--- src/design/avr_params.svh ---
// register offsets, reset values and scaling constants of the algorithm variable readback bank
`ifndef AVR_PARAMS_SVH
`define AVR_PARAMS_SVH
`define AVR_OFS_CMD_DUTY 12'h40C
`define AVR_OFS_APP_DUTY 12'h4F6
`define AVR_OFS_TGT_DUTY 12'h506
`define AVR_OFS_SPEED 12'h5B2
`define AVR_OFS_POWER 12'h6F4
`define AVR_RST_VALUE 32'h00000000
`define AVR_PU_SHIFT 30
`define AVR_PU_FULL 32'h40000000
`define AVR_DIG_CMD_FULL 15'h7FFF
`define AVR_SPEED_DIV 16
`define AVR_POWER_DIV 4
`define AVR_DAC_FULL_MV 3000
`define AVR_DAC_BITS 12
`define AVR_DAC_MAX 12'hFFF
`define AVR_DAC_MV_PER_LSB_NUM 3000
`endif

--- src/design/avr_pkg.sv ---
// types of the algorithm variable readback bank
package avr_pkg;
    typedef enum logic [2:0] {
        AVR_SEL_CMD_DUTY,
        AVR_SEL_APP_DUTY,
        AVR_SEL_TGT_DUTY,
        AVR_SEL_SPEED,
        AVR_SEL_POWER
    } avr_dac_sel_t;
    typedef logic [31:0] avr_word_t;
endpackage : avr_pkg

--- src/design/avr_readback.sv ---
// five read-only algorithm variable registers with a dac output selector
`timescale 1ns/10ps
`include "avr_params.svh"

module avr_readback (
    // clock and reset
    input wire logic clk_i,
    input wire logic rst_n_i,
    // register port
    input wire logic rd_en_i,
    input wire logic wr_en_i,
    input wire logic [11:0] addr_i,
    input wire logic [31:0] wdata_i,
    output logic [31:0] rdata_o,
    output logic rvalid_o,
    output logic err_o,
    // speed source
    input wire logic speed_src_sel_i,
    input wire logic [14:0] digital_speed_cmd_i,
    input wire logic [31:0] pin_duty_pu_i,
    // algorithm values
    input wire logic [31:0] applied_duty_pu_i,
    input wire logic [31:0] target_duty_pu_i,
    input wire logic [31:0] motor_speed_readback_i,
    input wire logic [31:0] bus_power_pu_i,
    input wire logic update_i,
    // dac output
    input wire logic [2:0] dac_sel_i,
    output logic [11:0] dac_code_o
);
    avr_pkg::avr_word_t cmd_duty_d, cmd_duty_q;
    avr_pkg::avr_word_t app_duty_d, app_duty_q;
    avr_pkg::avr_word_t tgt_duty_d, tgt_duty_q;
    avr_pkg::avr_word_t speed_d, speed_q;
    avr_pkg::avr_word_t power_d, power_q;
    logic [31:0] rdata_d, rdata_q;
    logic rvalid_d, rvalid_q;
    logic err_d, err_q;
    logic [31:0] dig_pu;
    logic [31:0] cmd_src;
    logic [31:0] dac_src;

    // digital command: 7FFF maps just below 2^30; shifting by 15 keeps 32767/32768 of full scale
    assign dig_pu = {2'b00, digital_speed_cmd_i, 15'h0000};
    assign cmd_src = speed_src_sel_i ? dig_pu : pin_duty_pu_i;

    // all five words load together so a read never mixes two update cycles
    always_comb begin
        cmd_duty_d = cmd_duty_q;
        app_duty_d = app_duty_q;
        tgt_duty_d = tgt_duty_q;
        speed_d = speed_q;
        power_d = power_q;
        if (update_i) begin
            cmd_duty_d = cmd_src;
            app_duty_d = applied_duty_pu_i;
            tgt_duty_d = target_duty_pu_i;
            speed_d = motor_speed_readback_i;
            power_d = bus_power_pu_i;
        end
    end

    always_ff @(posedge clk_i) begin
        if (!rst_n_i) begin
            cmd_duty_q <= `AVR_RST_VALUE;
            app_duty_q <= `AVR_RST_VALUE;
            tgt_duty_q <= `AVR_RST_VALUE;
            speed_q <= `AVR_RST_VALUE;
            power_q <= `AVR_RST_VALUE;
        end else begin
            cmd_duty_q <= cmd_duty_d;
            app_duty_q <= app_duty_d;
            tgt_duty_q <= tgt_duty_d;
            speed_q <= speed_d;
            power_q <= power_d;
        end
    end

    // read decode; writes are accepted and dropped, unmapped reads flag an error
    always_comb begin
        rdata_d = 32'h00000000;
        rvalid_d = 1'b0;
        err_d = 1'b0;
        if (rd_en_i) begin
            rvalid_d = 1'b1;
            case (addr_i)
                `AVR_OFS_CMD_DUTY: rdata_d = cmd_duty_q;
                `AVR_OFS_APP_DUTY: rdata_d = app_duty_q;
                `AVR_OFS_TGT_DUTY: rdata_d = tgt_duty_q;
                `AVR_OFS_SPEED: rdata_d = speed_q;
                `AVR_OFS_POWER: rdata_d = power_q;
                default: err_d = 1'b1;
            endcase
        end else if (wr_en_i) begin
            err_d = 1'b0;
        end
    end

    always_ff @(posedge clk_i) begin
        if (!rst_n_i) begin
            rdata_q <= 32'h00000000;
            rvalid_q <= 1'b0;
            err_q <= 1'b0;
        end else begin
            rdata_q <= rdata_d;
            rvalid_q <= rvalid_d;
            err_q <= err_d;
        end
    end

    assign rdata_o = rdata_q;
    assign rvalid_o = rvalid_q;
    assign err_o = err_q;

    always_comb begin
        case (dac_sel_i)
            avr_pkg::AVR_SEL_CMD_DUTY: dac_src = cmd_duty_q;
            avr_pkg::AVR_SEL_APP_DUTY: dac_src = app_duty_q;
            avr_pkg::AVR_SEL_TGT_DUTY: dac_src = tgt_duty_q;
            avr_pkg::AVR_SEL_SPEED: dac_src = speed_q;
            avr_pkg::AVR_SEL_POWER: dac_src = power_q;
            default: dac_src = 32'h00000000;
        endcase
    end

    avr_dac_scale i_avr_dac_scale (
        .clk_i(clk_i),
        .rst_n_i(rst_n_i),
        .pu_i(dac_src),
        .code_o(dac_code_o)
    );
endmodule : avr_readback

--- src/design/avr_dac_scale.sv ---
// scales one per-unit variable to a dac code where full code stands for 3 v
`timescale 1ns/10ps
`include "avr_params.svh"
module avr_dac_scale (
    // clock and reset
    input wire logic clk_i,
    input wire logic rst_n_i,
    // per-unit value in
    input wire logic [31:0] pu_i,
    // dac code out
    output logic [11:0] code_o
);
    logic [11:0] code_d;
    logic [11:0] code_q;

    // linear map: 2^30 gives full code; negative reads as zero, above full saturates
    always_comb begin
        if (pu_i[31]) begin
            code_d = 12'h000;
        end else if (pu_i[30]) begin
            code_d = `AVR_DAC_MAX;
        end else begin
            code_d = pu_i[29:18];
        end
    end

    always_ff @(posedge clk_i) begin
        if (!rst_n_i) begin
            code_q <= 12'h000;
        end else begin
            code_q <= code_d;
        end
    end

    assign code_o = code_q;
endmodule : avr_dac_scale

--- config.mk ---
export PLATFORM = sky130hd
export DESIGN_NAME = avr_readback
export DESIGN_NICKNAME = d
export VERILOG_FILES = /design/src/design/avr_pkg.sv /design/src/design/avr_readback.sv /design/src/design/avr_dac_scale.sv
export VERILOG_INCLUDE_DIRS = /design/src /design/src/design
export SDC_FILE = /design/constraint.sdc
export NUM_CORES = 1
export LEC_CHECK = 0
export ABC_AREA = 1
export ABC_CLOCK_PERIOD_IN_PS = 3000
export BUFFER_PORTS_ARGS = -buffer_cell sky130_fd_sc_hd__clkbuf_2
export CELL_PAD_IN_SITES_DETAIL_PLACEMENT = 1
export CELL_PAD_IN_SITES_GLOBAL_PLACEMENT = 2
export CORE_MARGIN = 8
export CORE_UTILIZATION = 31
export CTS_BUF_LIST = sky130_fd_sc_hd__clkbuf_2 sky130_fd_sc_hd__clkbuf_4 sky130_fd_sc_hd__clkbuf_8
export CTS_CLUSTER_DIAMETER = 150
export CTS_CLUSTER_SIZE = 25
export DETAILED_ROUTE_END_ITERATION = 10
export GPL_ROUTABILITY_DRIVEN = 0
export HOLD_SLACK_MARGIN = 0.15
export PLACE_DENSITY = 0.88
export SYNTH_ARGS = -nofsm -noshare
export SYNTH_HDL_FRONTEND = slang
export SYNTH_SLANG_ARGS = --single-unit
export TNS_END_PERCENT = 50
--- constraint.sdc ---
create_clock -name clk_i -period 3 [get_ports clk_i]
set_input_delay 0.15 -clock clk_i [delete_from_list [all_inputs] [get_ports clk_i]]
set_output_delay 0.15 -clock clk_i [all_outputs]
set_load 0.02 [all_outputs]
* Word level (Yosys, flattened, before mapping) *
Cells that the tools add are included.

word-level totals
  latch bits = 0
  memories = 0
  ROM bits = 0
  output and inout port bits = 46
  RAM bits = 0
  register bits = 206

cells by class
  eq/ne operators = 9
  add/sub/neg operators = 0
  reductions and logical operators = 4
  bitwise logic cells = 1
  divide/modulo/power cells = 0
  shift operators = 0
  multiply operators = 0
  multiplexer cells = 6
  magnitude comparators = 0

operators by type and width
  cell                    count
  $pmux W32 S5            2
  $eq A12 B11 Y1 const B  5
  $mux W32                1
  $mux W12                1
  $eq A3 B2 Y1 const B    2
  $reduce_or A5 Y1        1
  $eq A3 B1 Y1 const B    1
  $eq A3 B3 Y1 const B    1
  $logic_not A3 Y1        1
  $mux W1                 2
  $reduce_and A2 Y1       1
  $reduce_or A2 Y1        1
  $not A1 Y1              1

* Longest topological paths before layout *
  depth in word-level cells = 3
  mapped depth = 9
  depth with buffers taken out = 8

* Hierarchy *
From an unflattened synthesis, not the netlist that was laid out.

second synthesis, totals
  cell total of the unflattened synthesis = 1,354
  area total of the unflattened synthesis = 9,640.5 um2

modules (own cells, without submodules)
  module         area each (um2)  sequential area each (um2)  times used  cells each
  avr_readback   9,281.4          3,883.7                     1           1,314
  avr_dac_scale  359.1            240.2                       1           40

* Least setup slack after synthesis *
OpenSTA, ideal clock, no wires.

  kind = in2reg
  start = in addr_i[11]
  end = reg rdata_q[11], in the netlist rdata_o[11]
  cell stages on the path = 8
  path buffers = 1
  setup slack = 1.847 ns
  arrival time = 1.040 ns
  library setup time = 0.113 ns
  cells stage by stage = inv_1 nand2_1 nor2_1 nand3_1 nand3_1 o21ai_2 buf_6 nor2_1

between the ends
  word-level cells in the longest chain between the ends = 2
  elaborated cells between the ends (all ways) = 6
  classes of those cells = eq/ne: 5; mux: 1

ends and longest elaborated chain
  element               line                 source
  from (decl)           avr_readback.sv:12   input wire logic [11:0] addr_i,
  $eq A12 B11 Y1        avr_readback.sv:86   case (addr_i)
  $pmux W32 S5 (*)      avr_readback.sv:86
  to (signal assigned)  avr_readback.sv:105  rdata_q <= rdata_d;
  to (decl)             avr_readback.sv:36   logic [31:0] rdata_d, rdata_q;

Every way passes the cells marked *; elsewhere a longest branch is shown, timed or not.
A chain may end at the register's enable or synchronous reset.

==> metrics.txt <==
status=complete, no violations; met1 Track Usage GR=0.309; # setup viols final=0; first-pass GRT wire length=between 60,000 and 70,000 um; Overflow after GRT=0; setup TNS=0 ps; CP max stage delay=600 ps; Fmax achieved=0.374 GHz; CTS tree=done; Core Rows=62; Syn Inst Count=roughly 1.3k; total track usage=0.226; worst vdd ir=0.230 mV; Vias=~10k; TritonCTS Buffers=12; max_cap viols=0; crit path kind=in2reg; Synth Area per Inst=7.11 um2; Critical-path top delay cell=dlygate4sd3_1; CP Data Required Time=3480 ps; vias in the first global route=10.8k; fin. max-slew vios=0; delay-heaviest family, CP=buffers and inverters; most used cell along the critical path=dlygate4sd3_1; Residual DRC=0; post-route ant nets=0; FF-to-FF path depth=4; largest net degree at the start of global routing=136; Seq cells post-synth=206; clock root buffer=clkbuf_8; Clock Path Buffers=3; PnR worst setup slack=328 ps; IO Pins=274; Hold Vio Cnt, Final=0; Lkg Pwr=5.59 nW; initial antenna violation count=6; worst path cell trace=dlygate4sd3_1 > buf_4 > buf_4 > o21ai_0 > dlygate4sd3_1 > a21oi_1 > dlygate4sd3_1; commonest non-fill, non-tap cell in the layout=nor2_1; Hold Path Class=in2reg; vias per inst=5.01; M2 GR Usage=0.363; die area=34,400 um2; synthesized area=8890 um2; CP bufs+invs=5; Startpoint Class=primary input; Power Density=~400 nW/um2; Die H=185 um; Netlist cell types=26; Seq/Total Area, Yosys=0.464; share of layout cells above drive strength 1=0.183; R2R setup slack=about 1500 ps; Die Span X=between 150 and 200 um; Clk Latency, worst-skew pair=530 ps; worst relative slew slack=0.322; Final Cycle Share=0.891; Hold WS=220 ps; area grow syn2layout=43.7%; layout net count=1,885; Reg clk slew, reported paths=roughly 160 ps; most frequent cells in the layout=264 x nor2_1, 238 x clkbuf_2, 219 x dlygate4sd3_1; H-tree depth=1; yosys warns=0; WL/cell=19.7 um; hold depth=4; DR pass1 iterations=5; Worst setup EP type=flop; initial core utilization=0.312; core area=28,500 um2; hpwl dp=about 27,000 um; clk sinks=~210; Clock Skews=between 30 and 40 ps; Max FO, Critical Path=51; CP Depth=7; PortBufs=240; minimum clock period after layout=2670 ps; setup bufs post-CTS=0; Routed Wire Length=approximately 40,000 um; Slew @ Worst Pin=1020 ps; Worst Path Arrival=3150 ps; worst slack, placed=671 ps; Mapped Nets=1,479; fill cell total of the finished layout=3,591; busiest grt layer=met2; 1st-iter DRT viols=778; RSZ-0062 raised after global routing=false; met3 Usage GRT=0.0341; overall power=0.00522 W
-- routing by layer --
layer / routed length [um] / vias up
met5: 62 / -
met4: 930 / 10
met3: 2610 / 70
met2: 18100 / 343
met1: 18400 / 4856
li1: - / 4955
-- cell type report --
class / instances / area (um2) / area share
well taps: 384 / 480 / 0.0376
diodes: 1 / 2.50 / 0.000196
flip-flops and latches: 206 / 4120 / 0.323
clock inverters: 1 / 20.0 / 0.00157
clock buffers: 13 / 179 / 0.0140
repair buffers: 486 / 3630 / 0.284
multi-input cells: 878 / 4070 / 0.318
inverters: 73 / 277 / 0.0216
-- kinds of logic after synthesis --
logic type             count (synthesis)  share of synthesized area
AO/OA/AOI/OAI                        258                      0.150
buffers and inverters                167                     0.0794
flip-flops                           206                      0.464
AND/OR/NAND/NOR                      620                      0.307
-- worst register-to-register path, cell delays in order (launching register included) --
cell      delay (ps)
dfxtp_1          360
nor3b_1          140
nor2_1           120
nand3b_1         440
a21oi_1          330
-- what timing repair did --
item / in CTS / in global routing
setup endpoints to repair: 0 / 0
endpoints found under the hold margin: 162 / 0
hold buffers: 219 / 0
resized for setup: 0 / 0
-- registers in the layout, summed over array words and instances (netlist names) --
signal                  flops
rdata_o                    32
err_o                       1
cmd_duty_q                 32
speed_q                    32
i_avr_dac_scale.code_o     12
power_q                    32
tgt_duty_q                 32
rvalid_o                    1
app_duty_q                 32
-- synthesized netlist by cell type --
cell | count | area [um2]
nor2_1 | 267 | 1000
dfxtp_1 | 206 | 4120
nand3_1 | 164 | 821
o21ai_0 | 163 | 816
nand2_1 | 126 | 473
a21oi_1 | 69 | 345
inv_1 | 68 | 255
clkbuf_1 | 46 | 173
nand4_1 | 46 | 288
buf_2 | 39 | 195
o211ai_1 | 15 | 113
o21ai_1 | 10 | 50.1
nor2_2 | 7 | 43.8
buf_1 | 4 | 15.0
inv_2 | 4 | 15.0
buf_6 | 3 | 33.8
buf_4 | 2 | 15.0
nand3_2 | 2 | 20.0
nor2_4 | 2 | 22.5
nor3_2 | 2 | 20.0
clkinv_1 | 1 | 3.75
nand3b_1 | 1 | 7.51
nor3_1 | 1 | 5.00
nor3b_1 | 1 | 7.51
nor3b_4 | 1 | 18.8
o21ai_2 | 1 | 8.76
-- stage by stage --
step,cell area [um2],instances,util
CTS,12800,2041,0.449
detailed placement,10400,1808,0.365
global route,12800,2042,0.449
global placement,10400,1808,0.365
finish,12800,2042,0.449
floorplan,8890,1251,-
-- power breakdown --
part / switching, W / internal [W] / total [W]
Clock: 0.000920 / 0.000415 / 0.00133
Sequential: 0.000105 / 0.00289 / 0.00300
Combinational: 0.000461 / 0.000428 / 0.000889
Total: 0.00149 / 0.00374 / 0.00522
-- worst paths after layout --
kind | from | end
setup / recovery | rst_n_i | speed_q[20]
hold / removal | update_i | app_duty_q[21]
setup reg to reg | tgt_duty_q[31] | i_avr_dac_scale.code_o[2]
hold reg to reg | tgt_duty_q[10] | tgt_duty_q[10]
Power figures use the tool's default switching activity.
